--- config.mk ---
export PLATFORM = sky130hd
export DESIGN_NAME = pims_sched
export DESIGN_NICKNAME = d
export VERILOG_FILES = /design/src/hw/pims_pkg.sv /design/src/hw/pims_sched.sv
export VERILOG_INCLUDE_DIRS = /design/src /design/src/hw
export SDC_FILE = /design/constraint.sdc
export NUM_CORES = 1
export LEC_CHECK = 0
export ABC_AREA = 1
export ABC_CLOCK_PERIOD_IN_PS = 1500
export CAP_MARGIN = 20
export CORE_ASPECT_RATIO = 0.8
export CORE_UTILIZATION = 55
export CTS_CLUSTER_DIAMETER = 100
export DETAILED_ROUTE_END_ITERATION = 12
export DONT_BUFFER_PORTS = 1
export GPL_TIMING_DRIVEN = 0
export PLACE_DENSITY = 0.72
export SKIP_LAST_GASP = 1
export SLEW_MARGIN = 30
export SYNTH_ARGS = -nofsm -noshare
export SYNTH_HDL_FRONTEND = slang
export SYNTH_SLANG_ARGS = --single-unit
export TNS_END_PERCENT = 50
--- constraint.sdc ---
create_clock -name mclk -period 1.5 [get_ports mclk]
set_clock_uncertainty 0.05 [all_clocks]
set_input_delay 0.3 -clock mclk [delete_from_list [all_inputs] [get_ports mclk]]
set_output_delay 0.3 -clock mclk [all_outputs]
set_load 0.05 [all_outputs]
--- src/hw/pims_params.svh ---
// Constants for the periodic interrupt microframe scheduler.
// Assumes inclusion by bare name from the package and the scheduler.
`ifndef PIMS_PARAMS_SVH
`define PIMS_PARAMS_SVH

// Register byte offsets on the Wishbone slave
`define PIMS_ADR_CTRL      8'h00
`define PIMS_ADR_WORD_TWO  8'h04
`define PIMS_ADR_DW4_LO    8'h08
`define PIMS_ADR_DW4_HI    8'h0C
`define PIMS_ADR_DW5_LO    8'h10
`define PIMS_ADR_IRQ_STAT  8'h14
`define PIMS_ADR_IRQ_CLR   8'h18
`define PIMS_ADR_IRQ_EN    8'h1C
`define PIMS_ADR_STATE     8'h20

// Widths
`define PIMS_ADR_W         8
`define PIMS_DAT_W         32
`define PIMS_UF_NUM        8
`define PIMS_UF_IDX_W      3
`define PIMS_FRAME_W       5
`define PIMS_CNT_W         12
`define PIMS_RES_W         3
`define PIMS_CNT_FIELDS    3
`define PIMS_IRQ_W         3

// Descriptor word two: frame number field position
`define PIMS_FRAME_LSB     3
`define PIMS_FRAME_MSB     7

// Descriptor word four, low half: mask and result fields
`define PIMS_MASK_LSB      0
`define PIMS_MASK_MSB      7
`define PIMS_RES_BASE      8

// Descriptor word four, high half (bits 63..32 seen as 31..0)
`define PIMS_CNT0_LSB      0
`define PIMS_CNT0_MSB      11
`define PIMS_CNT1_LSB      12
`define PIMS_CNT1_MSB      23
`define PIMS_CNT2L_LSB     24
`define PIMS_CNT2L_MSB     31

// Descriptor word five: upper nibble of microframe 2 count
`define PIMS_CNT2H_LSB     0
`define PIMS_CNT2H_MSB     3

// Split point of the microframe 2 count
`define PIMS_CNT2_SPLIT    8

// Result bits
`define PIMS_RES_XACT_ERR  0
`define PIMS_RES_BABBLE    1
`define PIMS_RES_UNDERRUN  2

// Interrupt status bits
`define PIMS_IRQ_DONE      0
`define PIMS_IRQ_ERR       1
`define PIMS_IRQ_EMPTY     2

// Control bits
`define PIMS_CTRL_EN       0

// Reset values
`define PIMS_RST_WORD      32'h0000_0000
`define PIMS_RST_MASK      8'h00
`define PIMS_RST_CNT       12'h000
`define PIMS_RST_RES       3'h0
`define PIMS_RST_FRAME     5'h00
`define PIMS_RST_IRQ       3'h0

`endif

--- src/hw/pims_pkg.sv ---
// Types shared by the scheduler and its bench.
// Assumes pims_params.svh is on the include path.
`include "pims_params.svh"

package pims_pkg;

  // Scheduler states
  typedef enum logic [0:0] {
    PIMS_IDLE,
    PIMS_BUSY
  } pims_state_t;

  // Microframe start event from the frame timer
  typedef struct packed {
    logic                          start;   // One-cycle pulse
    logic [`PIMS_UF_IDX_W-1:0]     uframe;  // Microframe index 0..7
    logic [`PIMS_FRAME_W-1:0]      frame;   // Current bus frame number
  } pims_sof_t;

  // Transaction request to the link engine
  typedef struct packed {
    logic                          req;     // One-cycle pulse
    logic [`PIMS_UF_IDX_W-1:0]     uframe;  // Microframe served
  } pims_req_t;

  // Transaction completion from the link engine
  typedef struct packed {
    logic                          done;    // One-cycle pulse
    logic [`PIMS_CNT_W-1:0]        bytes;   // Bytes received
    logic [`PIMS_RES_W-1:0]        result;  // Error, babble, underrun
  } pims_done_t;

endpackage : pims_pkg

--- src/hw/pims_sched.sv ---
// Per-microframe scheduler for one periodic interrupt descriptor.
// Assumes a classic Wishbone master on mclk and a link engine on mclk
// that answers each request with exactly one done pulse.
`include "pims_params.svh"

module pims_sched (
  input  wire logic                        mclk,
  input  wire logic                        rstn,
  input  wire logic                        wb_cyc_i,
  input  wire logic                        wb_stb_i,
  input  wire logic                        wb_we_i,
  input  wire logic [`PIMS_ADR_W-1:0]      wb_adr_i,
  input  wire logic [`PIMS_DAT_W-1:0]      wb_dat_i,
  input  wire logic [3:0]                  wb_sel_i,
  output logic      [`PIMS_DAT_W-1:0]      wb_dat_o,
  output logic                             wb_ack_o,
  input  wire pims_pkg::pims_sof_t         sof_i,
  output pims_pkg::pims_req_t              req_o,
  input  wire pims_pkg::pims_done_t        done_i,
  output logic                             irq_o
);

  // Software-visible state
  logic                         enable_q;       // Scheduler enable
  logic [`PIMS_FRAME_W-1:0]     frame_sel_q;    // Word two frame field
  logic [`PIMS_UF_NUM-1:0]      mask_q;         // Microframe select mask
  logic [`PIMS_UF_NUM-1:0]      mask_d;
  logic [`PIMS_RES_W-1:0]       res_q [`PIMS_UF_NUM];    // Per-microframe result
  logic [`PIMS_CNT_W-1:0]       cnt_q [`PIMS_CNT_FIELDS]; // Byte counts 0..2
  logic [`PIMS_IRQ_W-1:0]       irq_stat_q;     // Sticky events
  logic [`PIMS_IRQ_W-1:0]       irq_stat_d;
  logic [`PIMS_IRQ_W-1:0]       irq_en_q;       // Event enables

  // Scheduler state
  pims_pkg::pims_state_t        state_q;
  logic [`PIMS_UF_IDX_W-1:0]    cur_uf_q;       // Microframe in flight

  // Bus decode
  wire       bus_req   = wb_cyc_i & wb_stb_i & ~wb_ack_o;
  wire       bus_wr    = bus_req & wb_we_i;
  wire       bus_wr_b0 = bus_wr & wb_sel_i[0];
  wire       hit_ctrl  = (wb_adr_i == `PIMS_ADR_CTRL);
  wire       hit_two   = (wb_adr_i == `PIMS_ADR_WORD_TWO);
  wire       hit_dw4lo = (wb_adr_i == `PIMS_ADR_DW4_LO);
  wire       hit_dw4hi = (wb_adr_i == `PIMS_ADR_DW4_HI);
  wire       hit_dw5lo = (wb_adr_i == `PIMS_ADR_DW5_LO);
  wire       hit_ista  = (wb_adr_i == `PIMS_ADR_IRQ_STAT);
  wire       hit_iclr  = (wb_adr_i == `PIMS_ADR_IRQ_CLR);
  wire       hit_ien   = (wb_adr_i == `PIMS_ADR_IRQ_EN);
  wire       hit_state = (wb_adr_i == `PIMS_ADR_STATE);

  // Mask bits that software requests in this cycle
  wire [`PIMS_UF_NUM-1:0] sw_set =
    (bus_wr_b0 & hit_dw4lo) ? wb_dat_i[`PIMS_MASK_MSB:`PIMS_MASK_LSB]
                            : `PIMS_RST_MASK;

  // Frame match gates every mask lookup
  wire frame_match = (frame_sel_q == sof_i.frame);

  // Launch when the mask bit of the starting microframe is set
  wire mask_hit = mask_q[sof_i.uframe];
  wire launch   = enable_q & sof_i.start & frame_match & mask_hit &
                  (state_q == pims_pkg::PIMS_IDLE);

  // Completion of the transaction in flight
  wire finish   = done_i.done & (state_q == pims_pkg::PIMS_BUSY);

  // Mask bit cleared by hardware on write-back
  wire [`PIMS_UF_NUM-1:0] hw_clr =
    finish ? (`PIMS_UF_NUM'(1) << cur_uf_q) : `PIMS_RST_MASK;

  // Events for the interrupt logic
  wire       ev_err   = finish & (|done_i.result);
  wire       ev_empty = finish & ((mask_q & ~hw_clr) == `PIMS_RST_MASK);
  wire [`PIMS_IRQ_W-1:0] ev_vec = {ev_empty, ev_err, finish};
  wire [`PIMS_IRQ_W-1:0] irq_clr =
    (bus_wr_b0 & hit_iclr) ? wb_dat_i[`PIMS_IRQ_W-1:0] : `PIMS_RST_IRQ;

  // Next mask: a software set wins over a same-cycle hardware clear
  always_comb
  begin
    mask_d = (mask_q & ~hw_clr) | sw_set;
  end

  // Next interrupt status: a new event wins over a clear
  always_comb
  begin
    irq_stat_d = (irq_stat_q & ~irq_clr) | ev_vec;
  end

  // Assembled descriptor views
  logic [`PIMS_DAT_W-1:0] dw4_lo;   // Results and mask
  logic [`PIMS_DAT_W-1:0] dw4_hi;   // Counts 0, 1 and low byte of 2
  logic [`PIMS_DAT_W-1:0] dw5_lo;   // High nibble of count 2

  // Result fields, three bits per microframe from bit 8 upward
  assign dw4_lo[`PIMS_MASK_MSB:`PIMS_MASK_LSB] = mask_q;
  genvar g;
  generate
    for (g = 0; g < `PIMS_UF_NUM; g++)
    begin : g_res
      assign dw4_lo[`PIMS_RES_BASE + g*`PIMS_RES_W +: `PIMS_RES_W] = res_q[g];
    end
  endgenerate

  // Count fields in the upper descriptor half
  assign dw4_hi[`PIMS_CNT0_MSB:`PIMS_CNT0_LSB]   = cnt_q[0];
  assign dw4_hi[`PIMS_CNT1_MSB:`PIMS_CNT1_LSB]   = cnt_q[1];
  assign dw4_hi[`PIMS_CNT2L_MSB:`PIMS_CNT2L_LSB] =
    cnt_q[2][`PIMS_CNT2_SPLIT-1:0];
  assign dw5_lo = {{(`PIMS_DAT_W-`PIMS_CNT2H_MSB-1){1'b0}},
                   cnt_q[2][`PIMS_CNT_W-1:`PIMS_CNT2_SPLIT]};

  // Read multiplexer; unmapped and write-only read as zero
  wire [`PIMS_DAT_W-1:0] rd_data =
    hit_ctrl  ? {{(`PIMS_DAT_W-1){1'b0}}, enable_q} :
    hit_two   ? {{(`PIMS_DAT_W-`PIMS_FRAME_MSB-1){1'b0}}, frame_sel_q,
                 {`PIMS_FRAME_LSB{1'b0}}} :
    hit_dw4lo ? dw4_lo :
    hit_dw4hi ? dw4_hi :
    hit_dw5lo ? dw5_lo :
    hit_ista  ? {{(`PIMS_DAT_W-`PIMS_IRQ_W){1'b0}}, irq_stat_q} :
    hit_ien   ? {{(`PIMS_DAT_W-`PIMS_IRQ_W){1'b0}}, irq_en_q} :
    hit_state ? {{(`PIMS_DAT_W-`PIMS_UF_IDX_W-1){1'b0}}, cur_uf_q,
                 (state_q == pims_pkg::PIMS_BUSY)} :
                `PIMS_RST_WORD;

  // Bus answer: ack one cycle after the request, dropped the next
  always_ff @(posedge mclk or negedge rstn)
  begin
    if (!rstn)
    begin
      wb_ack_o <= 1'b0;
      wb_dat_o <= `PIMS_RST_WORD;
    end
    else
    begin
      wb_ack_o <= bus_req;
      wb_dat_o <= bus_req ? rd_data : `PIMS_RST_WORD;
    end
  end

  // Control and word two registers
  always_ff @(posedge mclk or negedge rstn)
  begin
    if (!rstn)
    begin
      enable_q    <= 1'b0;
      frame_sel_q <= `PIMS_RST_FRAME;
    end
    else
    begin
      if (bus_wr_b0 && hit_ctrl)
        enable_q <= wb_dat_i[`PIMS_CTRL_EN];
      if (bus_wr_b0 && hit_two)
        frame_sel_q <= wb_dat_i[`PIMS_FRAME_MSB:`PIMS_FRAME_LSB];
    end
  end

  // Mask register
  always_ff @(posedge mclk or negedge rstn)
  begin
    if (!rstn)
      mask_q <= `PIMS_RST_MASK;
    else
      mask_q <= mask_d;
  end

  // Result write-back, only for the microframe just served
  generate
    for (g = 0; g < `PIMS_UF_NUM; g++)
    begin : g_res_q
      always_ff @(posedge mclk or negedge rstn)
      begin
        if (!rstn)
          res_q[g] <= `PIMS_RST_RES;
        else if (finish && cur_uf_q == `PIMS_UF_IDX_W'(g))
          res_q[g] <= done_i.result;
      end
    end
  endgenerate

  // Count write-back for microframes that own a count field
  generate
    for (g = 0; g < `PIMS_CNT_FIELDS; g++)
    begin : g_cnt_q
      always_ff @(posedge mclk or negedge rstn)
      begin
        if (!rstn)
          cnt_q[g] <= `PIMS_RST_CNT;
        else if (finish && cur_uf_q == `PIMS_UF_IDX_W'(g))
          cnt_q[g] <= done_i.bytes;
      end
    end
  endgenerate

  // Scheduler: one transaction in flight at a time
  always_ff @(posedge mclk or negedge rstn)
  begin
    if (!rstn)
    begin
      state_q  <= pims_pkg::PIMS_IDLE;
      cur_uf_q <= `PIMS_UF_IDX_W'(0);
    end
    else
    begin
      unique case (state_q)
        pims_pkg::PIMS_IDLE:
        begin
          // Start when this microframe is selected
          if (launch)
          begin
            state_q  <= pims_pkg::PIMS_BUSY;
            cur_uf_q <= sof_i.uframe;
          end
        end
        pims_pkg::PIMS_BUSY:
        begin
          // Wait for the link engine to finish
          if (finish)
            state_q <= pims_pkg::PIMS_IDLE;
        end
      endcase
    end
  end

  // Request pulse toward the link engine
  always_ff @(posedge mclk or negedge rstn)
  begin
    if (!rstn)
    begin
      req_o.req    <= 1'b0;
      req_o.uframe <= `PIMS_UF_IDX_W'(0);
    end
    else
    begin
      req_o.req <= launch;
      if (launch)
        req_o.uframe <= sof_i.uframe;
    end
  end

  // Interrupt status, enable and output
  always_ff @(posedge mclk or negedge rstn)
  begin
    if (!rstn)
    begin
      irq_stat_q <= `PIMS_RST_IRQ;
      irq_en_q   <= `PIMS_RST_IRQ;
      irq_o      <= 1'b0;
    end
    else
    begin
      irq_stat_q <= irq_stat_d;
      if (bus_wr_b0 && hit_ien)
        irq_en_q <= wb_dat_i[`PIMS_IRQ_W-1:0];
      irq_o <= |(irq_stat_d & ((bus_wr_b0 && hit_ien) ?
                 wb_dat_i[`PIMS_IRQ_W-1:0] : irq_en_q));
    end
  end

endmodule : pims_sched

==> impl_metrics.yaml, run 1 <==
status:
  status: "finished, violations left"
  violations: "design-rule violations, negative hold slack, negative setup slack"
sta:
  setup_tns_ps: -3720
  finalMaxSlewViolations: 0
  fin_crit_sh_pct: 123
  rsz0062_at_grt: "yes"
  hold_ws_ps: -472
  finalSetupViolCount: 36
  tightest_slew_ps: 453
  max_freq_ghz: 0.543
  hold_viol_final: 120
  slew_headroom_pct: 69.8
  fin_crit_ps: 1840
  setup_ws_ps: -340
cts:
  clk_path_buf_depth: 2
  clk_pin_slew_ps: 60
  cts_tree: "built"
  cts_root_buf: "clkbuf_16"
  htree_levels: 4
  cts_buffers: 17
  clk_latency_ps: 420
  clock-sinks: 119
  holdBufCountCts: 7
power_and_ir_drop:
  finalPower_mw: 7.72
  peakVddDrop_mv: 0.928
  leakage_nw: 2.99
  pwr_density_cell_mw_per_mm2: 1220
route:
  drt_iter0_drc: 444
  wl_per_cell_um: 18.0
  drc: 2
  vias: 4350
  drt-pass1-iter-count: 11
  wl_um: 13500
  postRouteAntennaNets: 0
  viasPerCell: 5.82
place:
  gp_congestion: 0.933
  place.port_buffers: 0
  dp_hpwl_um: 8620
  place_ws_ps: -313
synth:
  syn_nets: 656
  syn_area_per_cell_um2: 8.79
  synth_area_mm2: 0.00511
  synth_cells: 582
  synth.distinct_cells: 31
  ys_seq_area_share_pct: 58.2
  ys_seq_elements: 119
  synth.top_cell.area_share_pct: 58.2
  yosysWarnings: 0
  synthTopCellsByArea: "dfrtp_1, nand2_1, o21ai_0, inv_1, a21oi_1"
  yosys.area.top_type: "dfrtp_1"
floorplan:
  die_w_um: 110
  fp.coreArea_mm2: 0.00904
  dieArea_mm2: 0.00969
  start_util_pct: 56.6
  rows: 31
  io_pins: 112
  die_h_um: 88.3
cells_and_area:
  final_cell_mix: "nand2_1, dfrtp_1, inv_1"
  synthToLayoutAreaGrowth_pct: 23.5
  insertedDiodeCount: 0
  final_common_cell: "nand2_1"
  drive_gt1_share_pct: 21.0
  num-fill-cells: 638
  nNetsFinal: 693
worst_setup_path:
  start_kind: "flip-flop"
  crit_required_ps: 1810
  worst-endpoint-arrival_ps: 2150
  path_max_fanout: 6
  critical_path_class: "reg -> reg"
  end_kind: "flip-flop"
global_route:
  grt_pass1_vias: 4108
  grt_max_degree: 120
  track_usage_pct: 29.7
  antenna_found_initial: 0
  grt_overflow: 0
  grt_pass1_wl_um: 20900
job:
  maxCapViolCount: 0
hold_path:
  min-delay-path-class: "in -> async"
timing repair:
item	CTS	global route
cloned	1	1
setup buffers	6	6
resized for setup	55	43
endpoints found under the hold margin	126	119
pin swaps	7	10
endpoints found under the setup margin	75	98
kinds of logic (layout without fill, tap and decap cells):
group	count (synthesis)	after routing	synth area share, %
AOI/OAI and AO/OA	129	129	13.5
buffers and inverters	82	132	6.51
DFF	119	119	58.2
xor gates and xnor gates	3	3	0.514
and+or+nand+nor	249	249	21.3
stage by stage:
step | hold slack, ps | util [%] | cells | instance area, um^2
after detailed placement | -42.5 | 58.4 | 697 | 5280
after global routing | -483 | 69.9 | 747 | 6310
final | -472 | 69.9 | 747 | 6310
after global placement | -42.1 | 58.4 | 697 | 5280
after CTS | -475 | 68.2 | 741 | 6160
after floorplan | -45.6 | - | 582 | 5130
metal layers:
layer	vias up	track usage [%]	wire length [um]
met5	-	0	0
met3	28	8.54	1300
met1	2131	40.9	5590
met2	240	45.1	6320
met4	0	11.2	248
li1	1951	-	-
synth_stat cells:
master / count
a211oi_1: 1
a21o_1: 1
a21oi_1: 31
a31oi_1: 1
and2_1: 1
buf_2: 5
buf_4: 1
buf_6: 2
clkbuf_1: 9
dfrtp_1: 119
inv_1: 54
inv_2: 11
nand2_1: 175
nand2_2: 6
nand3_1: 20
nand3_2: 2
nand3_4: 1
nand4_1: 4
nor2_1: 25
nor2_2: 4
nor2_4: 6
nor3_1: 1
nor3_2: 2
o211ai_1: 8
o21ai_0: 70
o21ai_1: 9
o21ai_2: 3
o22ai_1: 4
o31ai_1: 1
or2_0: 2
xor2_1: 3
layout make-up:
type / instances / area [um^2] / area share, %
Clock inverter: 12 / 149 / 2.36
Buffer: 15 / 166 / 2.64
Inverter: 65 / 246 / 3.90
Sequential cell: 119 / 2990 / 47.4
Clock buffer: 20 / 467 / 7.39
Timing Repair Buffer: 20 / 189 / 2.99
Multi-Input combinational cell: 381 / 1960 / 31.1
Tap cell: 115 / 144 / 2.28
power by group:
| group | switching [mW] | leakage, nW | internal (mW) | total (mW) |
|---|---|---|---|---|
| Combinational | 0.144 | 1.08 | 0.0689 | 0.213 |
| Sequential | 0.0368 | 1.62 | 3.26 | 3.30 |
| Clock | 1.48 | 0.294 | 2.73 | 4.21 |
registers in the layout (all words and copies together) (netlist names):
register and cells:
cnt_q 36, wb_dat_o 32, dw4_lo 24, mask_q 8
frame_sel_q 5, req_o 4, irq_en_q 3, irq_stat_q 3
enable_q 1, irq_o 1, state_q 1, wb_ack_o 1
critical path, cell delays in order, from the launching register on:
cell     delay [ps]
dfrtp_4         590
nor2_4          240
nand2_2         110
nand2_1         110
nand2_2          70
nor2_2          150
nand4_1         170
nand2_1         140
nand2_1          70
nand2_1          60
final timing paths:
kind | from | to | slack (ps) | depth (start not counted)
max in group asynchronous | rstn | irq_en_q[2]$_DFF_PN0_ | 1720 | 0
worst max-delay path | req_o[2]$_DFFE_PN0P_ | irq_o$_DFF_PN0_ | -340 | 9
worst max register to register | req_o[2]$_DFFE_PN0P_ | irq_o$_DFF_PN0_ | -340 | 9
worst min register to register | dw4_lo[27]$_DFFE_PN0P_ | dw4_lo[27]$_DFFE_PN0P_ | 440 | 2
worst min-delay path | rstn | wb_dat_o[5]$_DFF_PN0_ | -470 | 0
min in group mclk | done_i[0] | irq_stat_q[1]$_DFF_PN0_ | 0 | 2
No activity file was read; power rests on OpenSTA's default activity.
==> inputs of run 2 (changes only) <==
Settings changed: BUFFER_PORTS_ARGS set to -buffer_cell sky130_fd_sc_hd__buf_2, CORE_UTILIZATION 55 to 54, CTS_CLUSTER_SIZE set to 40, DONT_BUFFER_PORTS 1 to not set, PLACE_DENSITY 0.72 to 0.81.
==> run 2 against run 1 <==
- the flow finishes with violations (negative setup slack)
- sequential cell count unchanged
- clock-buffer cell count is 6 higher
- largest power group unchanged
- combinational power is 63% higher
- clock power is 15% lower
- global-route usage rose by 0.32 points
- non-clock buffer count is 81 higher
- total power decreased by 6.8%
==> impl_metrics.yaml, run 2 (synthesized netlist as in run 1, its figures left out) <==
global_route:
  grt_max_degree: 77
  grt_pass1_wl_um: 22200
  antenna_found_initial: 0
  grt_overflow: 0
  grt_pass1_vias: 4464
  track_usage_pct: 30.1
floorplan:
  start_util_pct: 56.1
  die_w_um: 111
  io_pins: 112
  fp.coreArea_mm2: 0.00911
  die_h_um: 89.1
  rows: 31
  dieArea_mm2: 0.00987
place:
  dp_cells: 782
  dp_hpwl_um: 9390
  gp_congestion: 0.883
  place_ws_ps: -144
  postPlaceCellArea_mm2: 0.00573
  place.port_buffers: 84
cts:
  clk_latency_ps: 410
  clock-sinks: 119
  clk_pin_slew_ps: 50
  cts_root_buf: "clkbuf_16"
  htree_levels: 4
  clk_path_buf_depth: 2
  cts_buffers: 17
  cts_tree: "built"
sta:
  rsz0062_at_grt: "yes"
  slew_headroom_pct: 72.3
  setup_ws_ps: -47.2
  hold_viol_final: 0
  max_freq_ghz: 0.646
  fin_crit_ps: 1550
  hold_ws_ps: 83.6
  fin_crit_sh_pct: 103
  tightest_slew_ps: 412
  finalMaxSlewViolations: 0
  finalSetupViolCount: 2
power_and_ir_drop:
  clkPwrFrac_pct: 49.4
  peakVddDrop_mv: 0.784
  p_int_mw: 5.62
  seqPwrFrac_pct: 45.7
  netSwitchingPower_mw: 1.57
  leakage_nw: 3.30
  switching_share_pct: 21.9
  combPwrFrac_pct: 4.8
  pwr_density_cell_mw_per_mm2: 1110
cells_and_area:
  final_cell_mix: "nand2_1, dfrtp_1, buf_2"
  multi_input_area_mm2: 0.00190
  seq_area_mm2: 0.00298
  fin_cells: 826
  regMostFlops: "cnt_q"
  synthToLayoutAreaGrowth_pct: 26.2
  insertedDiodeCount: 0
  final_common_cell: "nand2_1"
  num-fill-cells: 671
  drive_gt1_share_pct: 27.7
  nNetsFinal: 774
  largest_reg_flops: 36
  final_area_mm2: 0.00646
route:
  drt-pass1-iter-count: 5
  viasPerCell: 5.46
  wl_um: 13700
  vias: 4513
  drc: 0
  drt_iter0_drc: 389
  postRouteAntennaNets: 0
  wl_per_cell_um: 16.6
worst_setup_path:
  path_max_fanout: 4
  critical_path_class: "reg -> reg"
  worst-endpoint-arrival_ps: 1850
  end_kind: "flip-flop"
  start_kind: "flip-flop"
  crit_required_ps: 1800
status:
  violations: "negative setup slack"
  status: "finished, violations left"
hold_path:
  min-delay-path-class: "in -> reg"
job:
  maxCapViolCount: 0
[run 2: critical path: stages, from the launching register on]
cell and delay (ps):
dfrtp_1 410, nand2_4 110, inv_2 90, nand2_2 100
nor2_2 210, nor2_1 60, nor2_1 100, nand4_1 140
nand2_1 110, nand2_1 60, nand2_1 50
[run 2: repair_timing]
action | in CTS | in global routing
hold endpoints to repair | 43 | 0
pin swaps | 1 | 4
setup buffers | 0 | 14
setup endpoints to repair | 49 | 60
hold buffers | 1 | 0
gates resized for setup | 14 | 23
[run 2: path summary, 6_finish.rpt]
kind                            cells past startpoint  slack [ps]             startpoint                     to
worst max-delay path                               10         -50      state_q$_DFF_PN0_        irq_o$_DFF_PN0_
worst min-delay path                                2          80             done_i[15]      state_q$_DFF_PN0_
worst max register to register                     10         -50      state_q$_DFF_PN0_        irq_o$_DFF_PN0_
worst min register to register                      2         440  dw4_lo[8]$_DFFE_PN0P_  dw4_lo[8]$_DFFE_PN0P_
max in group asynchronous                           3         370                   rstn   req_o[1]$_DFFE_PN0P_
min in group asynchronous                           2         320                   rstn  wb_dat_o[2]$_DFF_PN0_
[run 2: per-stage QoR]
stage / util, % / power, mW / TNS [ps]
floorplan: - / 3.47 / 0
global placement: 62.5 / 3.65 / -159320
detailed placement: 62.9 / 3.68 / -4170
CTS: 69.0 / 7.23 / -103
global route: 70.8 / 7.43 / -812
finish: 70.8 / 7.20 / -87.0
[run 2: power groups by stage]
| stage | logic, mW | registers, mW | clock network [mW] |
|---|---|---|---|
| global route | 0.394 | 3.29 | 3.74 |
| floorplan | 0.130 | 3.34 | 0 |
| detailed placement | 0.337 | 3.34 | 0 |
| global placement | 0.314 | 3.34 | 0 |
| finish | 0.348 | 3.29 | 3.56 |
| CTS | 0.343 | 3.29 | 3.59 |
[run 2: final cells by class]
cell class,count,area share [%]
clock buffers,26,7.73
plain buffers,16,1.47
clock inverters,4,0.310
repair buffers,100,8.91
inverters,65,3.78
well taps,115,2.23
flip-flops and latches,119,46.2
multi-input cells,381,29.4
[run 2: layer usage]
layer	global-route usage, %	up-vias	share of wire [%]
met1	39.6	2178	43
li1	-	2109	-
met3	9.02	23	8.6
met5	0	-	0
met4	12.2	0	1.6
met2	47.4	203	47
